--- config.mk ---
export PLATFORM = sky130hd
export DESIGN_NAME = sdcp_parser
export DESIGN_NICKNAME = d
export VERILOG_FILES = /design/src/rtl/sdcp_pkg.sv /design/src/rtl/sdcp_speed_if.sv /design/src/rtl/sdcp_parser.sv /design/src/rtl/sdcp_speed_mem.sv
export VERILOG_INCLUDE_DIRS = /design/src /design/src/rtl
export SDC_FILE = /design/constraint.sdc
export NUM_CORES = 1
export LEC_CHECK = 0
export BUFFER_PORTS_ARGS = -buffer_cell sky130_fd_sc_hd__buf_2
export CORE_ASPECT_RATIO = 1.2
export CORE_UTILIZATION = 48
export DETAILED_ROUTE_END_ITERATION = 8
export PLACE_DENSITY = 0.62
export SLEW_MARGIN = 0
export SYNTH_ARGS = -nofsm -noshare
export SYNTH_HDL_FRONTEND = slang
export SYNTH_SLANG_ARGS = --single-unit
--- constraint.sdc ---
create_clock -name clk_sys_in -period 5.7 [get_ports clk_sys_in]
set_input_delay 1.14 -clock clk_sys_in [delete_from_list [all_inputs] [get_ports clk_sys_in]]
set_output_delay 1.14 -clock clk_sys_in [all_outputs]
set_load 0.01 [all_outputs]
--- src/rtl/sdcp_regs.svh ---
// constants of the direct-execution command parser
`ifndef SDCP_REGS_SVH
`define SDCP_REGS_SVH
`define SDCP_CH_OPEN        8'h40
`define SDCP_CH_CR          8'h0D
`define SDCP_CH_COMMA       8'h2C
`define SDCP_CH_ZERO        8'h30
`define SDCP_CH_NINE        8'h39
`define SDCP_CH_HOME_UC     8'h52
`define SDCP_CH_HOME_LC     8'h72
`define SDCP_CH_SPEED       8'h64
`define SDCP_CH_ACK         8'h30
`define SDCP_CH_ERR_SYNTAX  8'h31
`define SDCP_CH_ERR_AXES    8'h33
`define SDCP_CH_ERR_CMD     8'h35
`define SDCP_CH_ERR_NOINIT  8'h36
`define SDCP_UNIT_DEFAULT   4'h0
`define SDCP_SPEED_DEFAULT  16'h09C4
`define SDCP_SPEED_MIN      16'h0014
`define SDCP_SPEED_MAX      16'h4E20
`define SDCP_AXES_X         4'h1
`define SDCP_AXES_XY        4'h3
`define SDCP_AXES_XYZ       4'h7
`define SDCP_AXES_A         4'h8
`define SDCP_BIT_X          0
`define SDCP_BIT_Y          1
`define SDCP_BIT_Z          2
`define SDCP_BIT_A          3
`define SDCP_AXIS_X         2'h0
`define SDCP_AXIS_Y         2'h1
`define SDCP_AXIS_Z         2'h2
`define SDCP_AXIS_A         2'h3
`define SDCP_NUM_AXES       3'h4
`define SDCP_DIGIT_MAX      3'h5
`define SDCP_BAUD_RATE      19200
`define SDCP_CLK_HZ         200000000
`define SDCP_BIT_CYCLES     ((`SDCP_CLK_HZ) / (`SDCP_BAUD_RATE))
`endif

--- src/rtl/sdcp_pkg.sv ---
// types of the direct-execution command parser
package sdcp_pkg;
    typedef enum logic [2:0] {
        SDCP_IDLE  = 3'b000,
        SDCP_UNIT  = 3'b001,
        SDCP_BODY  = 3'b010,
        SDCP_EXEC  = 3'b011,
        SDCP_HOME  = 3'b100,
        SDCP_REPLY = 3'b101,
        SDCP_SKIP  = 3'b110
    } sdcp_state_type;
    typedef enum logic [1:0] {
        SDCP_CMD_INIT  = 2'b00,
        SDCP_CMD_HOME  = 2'b01,
        SDCP_CMD_SPEED = 2'b10,
        SDCP_CMD_BAD   = 2'b11
    } sdcp_cmd_type;
endpackage

--- src/rtl/sdcp_speed_if.sv ---
// write and read port of the homing speed store
`timescale 1ns/100ps
interface sdcp_speed_if;
    logic        wr_en;
    logic [1:0]  wr_addr;
    logic [15:0] wr_data;
    logic [1:0]  rd_addr;
    logic [15:0] rd_data;
    modport ctrl (output wr_en, output wr_addr, output wr_data, output rd_addr,
                  input rd_data);
    modport mem  (input wr_en, input wr_addr, input wr_data, input rd_addr,
                  output rd_data);
endinterface

--- src/rtl/sdcp_parser.sv ---
// direct-execution command parser: frame decode, init, homing, homing speeds
`timescale 1ns/100ps
`include "sdcp_regs.svh"
module sdcp_parser (
    input  wire logic        clk_sys_in,
    input  wire logic        srst_in,
    input  wire logic        clk_en_in,
    input  wire logic [7:0]  rx_data_in,
    input  wire logic        rx_valid_in,
    output logic             tx_valid_out,
    output logic [7:0]       tx_data_out,
    input  wire logic        tx_ready_in,
    input  wire logic        interp_3d_in,
    output logic             interp_3d_clear_out,
    input  wire logic [3:0]  ref_switch_in,
    input  wire logic        stop_button_in,
    output logic             home_active_out,
    output logic [1:0]       home_axis_out,
    output logic [15:0]      home_speed_out,
    output logic [3:0]       axis_config_out,
    output logic             initialised_out
);
    // =====================================================
    // helpers
    function automatic logic is_digit(input logic [7:0] c);
        return (c >= `SDCP_CH_ZERO) && (c <= `SDCP_CH_NINE);
    endfunction

    function automatic logic [15:0] acc_digit(input logic [15:0] v, input logic [7:0] c);
        logic [19:0] t;
        t = 20'(v) * 20'h0000A + 20'(c - `SDCP_CH_ZERO);
        return (t[19:16] != 4'h0) ? '1 : t[15:0];
    endfunction

    // highest pending axis in Z, Y, X, A order
    function automatic logic [1:0] next_axis(input logic [3:0] m);
        if (m[`SDCP_BIT_Z]) return `SDCP_AXIS_Z;
        if (m[`SDCP_BIT_Y]) return `SDCP_AXIS_Y;
        if (m[`SDCP_BIT_X]) return `SDCP_AXIS_X;
        return `SDCP_AXIS_A;
    endfunction

    // =====================================================
    // state
    sdcp_pkg::sdcp_state_type state_reg, state_next;
    sdcp_pkg::sdcp_cmd_type   cmd_reg, cmd_next;
    logic [3:0]  unit_number_reg, unit_number_next;
    logic [15:0] value_reg, value_next;
    logic [2:0]  digits_reg, digits_next;
    logic [2:0]  field_reg, field_next;
    logic        bad_reg, bad_next;
    logic [3:0]  config_reg, config_next;
    logic        init_reg, init_next;
    logic [3:0]  pending_reg, pending_next;
    logic [1:0]  axis_reg, axis_next;
    logic [7:0]  reply_reg, reply_next;
    logic        clr3d_reg, clr3d_next;
    logic        rd_wait_reg, rd_wait_next;
    logic [15:0] stage_reg [4], stage_next [4];

    sdcp_speed_if spd ();

    sdcp_speed_mem u_mem (
        .clk_sys_in (clk_sys_in),
        .srst_in    (srst_in),
        .clk_en_in  (clk_en_in),
        .port       (spd.mem)
    );

    logic axis_done;
    assign axis_done = ref_switch_in[axis_reg] || stop_button_in;

    // =====================================================
    // next state
    always_comb begin
        state_next       = state_reg;
        cmd_next         = cmd_reg;
        unit_number_next = unit_number_reg;
        value_next       = value_reg;
        digits_next      = digits_reg;
        field_next       = field_reg;
        bad_next         = bad_reg;
        config_next      = config_reg;
        init_next        = init_reg;
        pending_next     = pending_reg;
        axis_next        = axis_reg;
        reply_next       = reply_reg;
        clr3d_next       = 1'b0;
        rd_wait_next     = 1'b0;
        stage_next       = stage_reg;
        spd.wr_en        = 1'b0;
        spd.wr_addr      = field_reg[1:0];
        spd.wr_data      = value_reg;
        spd.rd_addr      = axis_reg;
        unique case (state_reg)
            sdcp_pkg::SDCP_IDLE: begin
                if (rx_valid_in && rx_data_in == `SDCP_CH_OPEN) begin
                    state_next  = sdcp_pkg::SDCP_UNIT;
                    value_next  = 16'h0000;
                    digits_next = 3'h0;
                    field_next  = 3'h0;
                    bad_next    = 1'b0;
                end
            end
            sdcp_pkg::SDCP_UNIT: begin
                if (rx_valid_in) begin
                    state_next = sdcp_pkg::SDCP_BODY;
                    if (is_digit(rx_data_in)) begin
                        unit_number_next = 4'(rx_data_in - `SDCP_CH_ZERO);
                    end else begin
                        bad_next = 1'b1;
                    end
                    if (unit_number_next != `SDCP_UNIT_DEFAULT) begin
                        bad_next = 1'b1;
                    end
                    cmd_next = sdcp_pkg::SDCP_CMD_INIT;
                end
            end
            sdcp_pkg::SDCP_BODY: begin
                if (rx_valid_in) begin
                    if (rx_data_in == `SDCP_CH_CR) begin
                        state_next = sdcp_pkg::SDCP_EXEC;
                    end else if (is_digit(rx_data_in)) begin
                        value_next  = acc_digit(value_reg, rx_data_in);
                        digits_next = digits_reg + 3'h1;
                        if (digits_reg == `SDCP_DIGIT_MAX) begin
                            bad_next = 1'b1;
                        end
                    end else if (digits_reg == 3'h0 && field_reg == 3'h0 &&
                                 cmd_reg == sdcp_pkg::SDCP_CMD_INIT) begin
                        if (rx_data_in == `SDCP_CH_HOME_UC ||
                            rx_data_in == `SDCP_CH_HOME_LC) begin
                            cmd_next = sdcp_pkg::SDCP_CMD_HOME;
                        end else if (rx_data_in == `SDCP_CH_SPEED) begin
                            cmd_next = sdcp_pkg::SDCP_CMD_SPEED;
                        end else begin
                            cmd_next = sdcp_pkg::SDCP_CMD_BAD;
                        end
                    end else if (rx_data_in == `SDCP_CH_COMMA &&
                                 cmd_reg == sdcp_pkg::SDCP_CMD_SPEED) begin
                        // earlier fields wait in stage until the whole frame is good
                        if (value_reg < `SDCP_SPEED_MIN || value_reg > `SDCP_SPEED_MAX ||
                            digits_reg == 3'h0 || field_reg == 3'h3) begin
                            bad_next = 1'b1;
                        end
                        stage_next[field_reg[1:0]] = value_reg;
                        field_next  = field_reg + 3'h1;
                        value_next  = 16'h0000;
                        digits_next = 3'h0;
                    end else begin
                        bad_next = 1'b1;
                    end
                end
            end
            sdcp_pkg::SDCP_EXEC: begin
                state_next = sdcp_pkg::SDCP_REPLY;
                reply_next = `SDCP_CH_ACK;
                if (bad_reg || digits_reg == 3'h0 || cmd_reg == sdcp_pkg::SDCP_CMD_BAD) begin
                    reply_next = (cmd_reg == sdcp_pkg::SDCP_CMD_BAD) ?
                                 `SDCP_CH_ERR_CMD : `SDCP_CH_ERR_SYNTAX;
                end else begin
                    unique case (cmd_reg)
                        sdcp_pkg::SDCP_CMD_INIT: begin
                            if (value_reg == 16'(`SDCP_AXES_X) ||
                                value_reg == 16'(`SDCP_AXES_XY) ||
                                value_reg == 16'(`SDCP_AXES_XYZ) ||
                                value_reg == 16'(`SDCP_AXES_A)) begin
                                config_next = value_reg[3:0];
                                init_next   = 1'b1;
                            end else begin
                                reply_next = `SDCP_CH_ERR_AXES;
                            end
                        end
                        sdcp_pkg::SDCP_CMD_HOME: begin
                            if (!init_reg) begin
                                reply_next = `SDCP_CH_ERR_NOINIT;
                            end else if (value_reg == 16'h0000 || value_reg[15:4] != 12'h000 ||
                                         (value_reg[3:0] & ~config_reg) != 4'h0) begin
                                reply_next = `SDCP_CH_ERR_AXES;
                            end else begin
                                pending_next = value_reg[3:0];
                                axis_next    = next_axis(value_reg[3:0]);
                                rd_wait_next = 1'b1;
                                clr3d_next   = interp_3d_in;
                                state_next   = sdcp_pkg::SDCP_HOME;
                            end
                        end
                        sdcp_pkg::SDCP_CMD_SPEED: begin
                            if (!init_reg) begin
                                reply_next = `SDCP_CH_ERR_NOINIT;
                            end else if (value_reg < `SDCP_SPEED_MIN ||
                                         value_reg > `SDCP_SPEED_MAX) begin
                                reply_next = `SDCP_CH_ERR_SYNTAX;
                            end else begin
                                state_next  = sdcp_pkg::SDCP_SKIP;
                                digits_next = 3'h0;
                            end
                        end
                        default: reply_next = `SDCP_CH_ERR_CMD;
                    endcase
                end
            end
            sdcp_pkg::SDCP_SKIP: begin
                // one field per cycle; the digit counter is free as walk index here
                spd.wr_en   = 1'b1;
                spd.wr_addr = digits_reg[1:0];
                spd.wr_data = (digits_reg == field_reg) ? value_reg : stage_reg[digits_reg[1:0]];
                digits_next = digits_reg + 3'h1;
                if (digits_reg == field_reg) state_next = sdcp_pkg::SDCP_REPLY;
            end
            sdcp_pkg::SDCP_HOME: begin
                if (!rd_wait_reg && axis_done) begin
                    pending_next = pending_reg & ~(4'h1 << axis_reg);
                    axis_next    = next_axis(pending_next);
                    rd_wait_next = 1'b1;
                    if (pending_next == 4'h0) begin
                        state_next = sdcp_pkg::SDCP_REPLY;
                    end
                end
            end
            sdcp_pkg::SDCP_REPLY: begin
                if (tx_ready_in) begin
                    state_next = sdcp_pkg::SDCP_IDLE;
                end
            end
            default: state_next = sdcp_pkg::SDCP_IDLE;
        endcase
    end

    // =====================================================
    // registers
    always_ff @(posedge clk_sys_in) begin
        if (srst_in) begin
            state_reg       <= sdcp_pkg::SDCP_IDLE;
            cmd_reg         <= sdcp_pkg::SDCP_CMD_INIT;
            unit_number_reg <= `SDCP_UNIT_DEFAULT;
            value_reg       <= 16'h0000;
            digits_reg      <= 3'h0;
            field_reg       <= 3'h0;
            bad_reg         <= 1'b0;
            config_reg      <= 4'h0;
            init_reg        <= 1'b0;
            pending_reg     <= 4'h0;
            axis_reg        <= `SDCP_AXIS_X;
            reply_reg       <= `SDCP_CH_ACK;
            clr3d_reg       <= 1'b0;
            rd_wait_reg     <= 1'b0;
            stage_reg       <= '{default: 16'h0000};
        end else if (clk_en_in) begin
            state_reg       <= state_next;
            cmd_reg         <= cmd_next;
            unit_number_reg <= unit_number_next;
            value_reg       <= value_next;
            digits_reg      <= digits_next;
            field_reg       <= field_next;
            bad_reg         <= bad_next;
            config_reg      <= config_next;
            init_reg        <= init_next;
            pending_reg     <= pending_next;
            axis_reg        <= axis_next;
            reply_reg       <= reply_next;
            clr3d_reg       <= clr3d_next;
            rd_wait_reg     <= rd_wait_next;
            stage_reg       <= stage_next;
        end
    end

    assign tx_valid_out        = (state_reg == sdcp_pkg::SDCP_REPLY);
    assign tx_data_out         = reply_reg;
    assign interp_3d_clear_out = clr3d_reg;
    assign home_active_out     = (state_reg == sdcp_pkg::SDCP_HOME) && !rd_wait_reg;
    assign home_axis_out       = axis_reg;
    assign home_speed_out      = spd.rd_data;
    assign axis_config_out     = config_reg;
    assign initialised_out     = init_reg;
endmodule

--- src/rtl/sdcp_speed_mem.sv ---
// homing speed store, one word per axis, registered read
`timescale 1ns/100ps
`include "sdcp_regs.svh"
module sdcp_speed_mem (
    input  wire logic   clk_sys_in,
    input  wire logic   srst_in,
    input  wire logic   clk_en_in,
    sdcp_speed_if.mem   port
);
    logic [15:0] word_reg [4];
    logic [15:0] word_next [4];
    logic [15:0] rd_reg;
    logic [15:0] rd_next;

    // volatile only: reset restores every axis to the default speed
    always_comb begin
        for (int i = 0; i < 4; i++) begin
            word_next[i] = word_reg[i];
        end
        if (port.wr_en) begin
            word_next[port.wr_addr] = port.wr_data;
        end
        rd_next = word_reg[port.rd_addr];
    end

    always_ff @(posedge clk_sys_in) begin
        if (srst_in) begin
            for (int i = 0; i < 4; i++) begin
                word_reg[i] <= `SDCP_SPEED_DEFAULT;
            end
            rd_reg <= `SDCP_SPEED_DEFAULT;
        end else if (clk_en_in) begin
            word_reg <= word_next;
            rd_reg   <= rd_next;
        end
    end

    assign port.rd_data = rd_reg;
endmodule

### After elaboration in Yosys (flattened, before gate mapping)

Cells that the tools add are included.

* logic and storage cells: 305
* bits in registers: 197
* input bits: 19

* equal/unequal tests: 46
* reduce and logical (&&, ||, !) cells: 49
* muxes and demuxes: 157
* magnitude comparators: 11
* multipliers: 1
* bitwise logic cells: 12
* add/subtract/negate cells: 5
* shifts and indexed selects: 1

Operators with widths (number)
* 16-bit 2-to-1 mux: 15
* 64-bit bitwise mux: 2
* 3-bit 2-to-1 mux: 26
* 16-bit binary-select mux with 2-bit select: 2
* 16-bit demux with 2-bit select: 2
* 1-bit 2-to-1 mux: 60
* 2-bit 2-to-1 mux: 29
* 2-bit != test (second input constant): 17
* 8-bit by 7-bit equality test with 1-bit output (second input constant): 4
* 4-bit 2-to-1 mux: 8
* 16-bit case mux with 2 select lines: 1
* 7-bit AND reduction: 4
* 8-bit case mux with 3 select lines: 1
* 3-bit case mux with 7 select lines: 1
* 20-bit adder: 1
* 16-bit by 3-bit multiplier with 19-bit output (second input constant): 1
* 16-bit by 1-bit equality test with 1-bit output (second input constant): 1
* 16-bit by 2-bit equality test with 1-bit output (second input constant): 1
* 16-bit by 3-bit equality test with 1-bit output (second input constant): 1
* 16-bit by 4-bit equality test with 1-bit output (second input constant): 1
* 16-bit by 15-bit greater-than comparator with 1-bit output (second input constant): 1
* 16-bit logical NOT: 1
* 16-bit by 5-bit < comparator with 1-bit output (second input constant): 1
* 4-bit nonzero test: 4
* other kinds (48): 97

### Logic depth before layout (Yosys ltp)

* word-level depth: 30
* gate-level depth with buffers: 21
* depth with buffers taken out: 20

### Cells and area by module

From an unflattened synthesis, not the netlist that was laid out.

* cells, all modules: 1276
* area, all modules: 11245.8 µm²

By module, submodules not included
* sdcp_parser: instances 1, seq. area each 2162.1 µm², cells an instance 958, area an instance 7736.2 µm²
* sdcp_speed_mem: instances 1, seq. area each 1601.5 µm², cells an instance 318, area an instance 3509.6 µm²

### Least setup slack after synthesis

OpenSTA, ideal clock, no wires.

* kind: reg2reg
* start point: register value_reg[3]
* end point: register value_reg[4]
* cell stages (with the launch flop): 22
* setup time: 117 ps
* setup slack: 1343 ps
* path buffers: 1
* arrival: 4240 ps
* clock period less this slack: 4357 ps
* required time: 5583 ps
* cell sequence: dfxtp_1 ha_1 ha_1 inv_1 fa_1 nor2b_1 o21ai_0 a21boi_0 o21ai_0 a21oi_1 a21oi_1 xnor2_1 ha_1 a21oi_2 o21ai_1 a2111o_1 o221ai_2 a21oi_1 xnor2_1 a211oi_4 buf_6 nand2_1

* longest elaborated chain between the ends: 8

RTL lines
* from (decl): line sdcp_parser.sv:48 `logic [15:0] value_reg, value_next;`
* from (signal assigned): line sdcp_parser.sv:253 `value_reg <= value_next;`
* 16-bit by 3-bit multiplier with 19-bit output *: line sdcp_parser.sv:31 `` t = 20'(v) * 20'h0000A + 20'(c - `SDCP_CH_ZERO); ``
* 20-bit adder *: line sdcp_parser.sv:31
* 4-bit nonzero test: line sdcp_parser.sv:32 `return (t[19:16] != 4'h0) ? '1 : t[15:0];`
* 16-bit 2-to-1 mux *: line sdcp_parser.sv:32
* 16-bit 2-to-1 mux *: line sdcp_parser.sv:123 `end else if (is_digit(rx_data_in)) begin`
* 16-bit 2-to-1 mux *: line sdcp_parser.sv:121 `` if (rx_data_in == `SDCP_CH_CR) begin ``
* 16-bit 2-to-1 mux *: line sdcp_parser.sv:120 `if (rx_valid_in) begin`
* 16-bit case mux with 2 select lines *: line sdcp_parser.sv:95 `unique case (state_reg)`

Mark *: on every way between the ends. The rest lies on a longest branch, timed or not. The select of a mux whose other input is x is not followed.
A chain may end at the register's enable or synchronous reset.

### Worst setup path in the final report

* start point: register value_reg[2]
* end point: register value_reg[13]

Same word-level chain as after synthesis.

==> impl_metrics.json <==
{
  "outcome": "complete, no violations",
  "critPathMaxFanout": 9,
  "synth_cell_types": 79,
  "rsz0062_at_grt": "false",
  "cts_made_buffers": 17,
  "dp_hpwl_um": 18060,
  "h-tree-depth": 4,
  "grt_pass1_wl_um": 41530,
  "maxSlewViolCount": 0,
  "drt_iter0_markers": 503,
  "nets": 1296,
  "finalCoreUtilization_pct": 52.85,
  "dpl_cell_area_um2": 10830,
  "syn_area_um2": 10530,
  "cts_tree": "yes",
  "yosys.area_share.simple_pct": 18.46,
  "synth_edf_count": 0,
  "routed_via_density": 5.745,
  "std_cell_rows": 59,
  "overflow": 0,
  "synthArstFlopShare_pct": 0,
  "clockBufferDepth": 2,
  "yosysWarnings": 0,
  "total_power_mw": 2.607,
  "synth-seq-cells": 188,
  "required_ps": 6000,
  "synth_top_family_by_area": "compound AO/OA/AOI/OAI gates",
  "max_freq_mhz": 207.6,
  "grt_antenna_before_repair": 0,
  "portBuffers": 47,
  "drc": 0,
  "synth_cells": 1212,
  "worstSkewPairLatency_ps": 440,
  "worstMarginPinSlew_ps": 773.7,
  "cts_root_buffer": "clkbuf_16",
  "crit_type": "reg -> reg",
  "critical_path_arrival_ps": 5120,
  "ys.flop_type": "dfxtp_1",
  "start_util_pct": 48.68,
  "dieArea_um2": 22540,
  "via_count": 8617,
  "grt_pass1_vias": 8103,
  "drive_gt1_share_pct": 13.78,
  "crit_path_end_kind": "flop",
  "grt_max_degree": 62,
  "fillers": 2021,
  "synth_xor_area_share_pct": 2.163,
  "ant_nets": 0,
  "relSlewSlack_pct": 48.42,
  "setup_viol": 0,
  "antenna_cells": 0,
  "hold_viol_final": 0,
  "finalCritPeriodShare_pct": 84.51,
  "clk_pin_slew_worst_paths_ps": 80,
  "synth.mux.area_fraction_pct": 10.67,
  "die_h_um": 164.3,
  "yosysSeqAreaShare_pct": 35.74,
  "core_area_um2": 21630,
  "dr.pass1.iters": 5,
  "cts_hold_buf": 0,
  "final_area_um2": 11430,
  "drv_cap": 0,
  "syn_to_final_growth_pct": 8.567,
  "r2r_slack_ps": 880,
  "clock_skew_ps": 14.11,
  "clock-sinks": 188,
  "post_drt_wl_per_cell_um": 17.26,
  "die_w_um": 137.2,
  "layout_setup_ws_ps": 882.8,
  "gp_congestion": 0.8873,
  "worstSetupStartpointType": "flop",
  "ios": 53,
  "wl_um": 25890,
  "synth_fa_ha_area_share_pct": 7.747,
  "tns_ps": 0,
  "hp-class": "reg -> reg",
  "ir_drop_mv": 0.2222,
  "p_per_area_nw_per_um2": 228.0,
  "place_ws_ps": 511.8,
  "grtUsageTotal_pct": 23.54,
  "synth_compound_area_share_pct": 19.55,
  "syn_avg_cell_area_um2": 8.688,
  "leakagePower_nw": 4.361,
  "finalCriticalPeriod_ps": 4817
}
-- placed cells by master, fill, tap and decap left out, drive strengths merged, types with 4 or more instances in the layout --
cell type,synthesis,layout
a21o,6,6
nand4,8,8
mux2i,38,38
ha,62,62
clkbuf,45,18
a2111oi,4,4
o21a,6,6
nor4,6,6
a22oi,15,15
buf,44,68
nor2b,12,12
o211ai,28,28
conb,2,5
nand2b,9,9
dfxtp,188,188
or3,5,5
and2,7,7
nor2,127,127
a211oi,53,53
o21ai,38,38
xor2,6,6
o21bai,6,6
a21oi,110,110
xnor2,20,20
mux4,33,33
nor3,18,18
inv,35,42
and3,7,7
nand3,17,17
clkinv,1,7
nand2,206,206
-- area by class of cell --
class	instances	area [µm²]	area share, %
sequential	188	3764	32.92
tap	274	342.8	2.999
multi-input combinational	902	6208	54.31
clock buffer	18	439.2	3.842
clock inverter	14	147.6	1.291
timing repair buffer	68	395.4	3.458
inverter	36	135.1	1.182
-- cells in the mapped netlist (all sizes together), types with 17 or more instances --
library cell	number	area [µm²]
nand3	17	85.08
xnor2	20	175.2
nor2	127	481.7
o21ai	38	201.5
nor3	18	95.09
a21oi	110	561.8
o211ai	28	210.2
buf	44	285.3
mux4	33	743.2
ha	62	775.7
mux2i	38	380.4
nand2	206	773.2
inv	35	131.4
clkbuf	45	168.9
dfxtp	188	3764
a211oi	53	410.4
-- power breakdown --
part | leakage, nW | switching, mW | total (mW) | internal [mW]
logic | 2.56 | 0.0759 | 0.111 | 0.0354
registers | 1.51 | 0.00258 | 1.32 | 1.31
clock network | 0.286 | 0.583 | 1.18 | 0.597
-- through the flow --
stage / cells / hold WS (ps)
floorplan: 1215 / 428.7
global route: 1500 / 470.7
global placement: 1466 / 435.8
CTS: 1498 / 453.1
finish: 1500 / 451.0
detailed placement: 1466 / 442.7
-- cell families after synthesis --
logic type,after synthesis
compound gates,302
fa+ha+maj,64
simple gates,434
buf+inv,125
flops,188
other cells,2
mux,71
xor+xnor,26
-- worst max-delay path: stages, from the launching register on --
cell	delay (ps)
dfxtp_1	510
ha_1	220
ha_1	190
inv_1	70
fa_1	400
nor2b_1	130
o21ai_0	100
a21boi_0	230
o21ai_0	120
a21oi_1	270
a21oi_1	140
xnor2_1	140
ha_1	350
a21oi_2	210
o21ai_1	150
a2111o_1	420
o221ai_2	230
a21oi_1	110
xnor2_1	160
a211oi_4	230
buf_4	200
o211ai_1	100
-- layer usage --
| metal | wire length [µm] | global-route usage (%) |
|---|---|---|
| met1 | 11900 | 29.98 |
| met2 | 12710 | 40.79 |
| met3 | 768 | 3.302 |
| met4 | 513 | 7.143 |
| met5 | 0 | 0 |
-- path summary, 6_finish.rpt --
kind / from / end / cells after the start
max: value_reg[2] / value_reg[13] / 21
min: stage_reg[48] / stage_reg[48] / 2
min reg2reg: stage_reg[48] / stage_reg[48] / 2
max reg2reg: value_reg[2] / value_reg[13] / 21
-- what timing repair did --
action | in CTS | in global routing
gates resized for setup | 0 | 0
buffers inserted | 0 | 2
setup endpoints to repair | 0 | 1
Power figures use the tool's default switching activity.
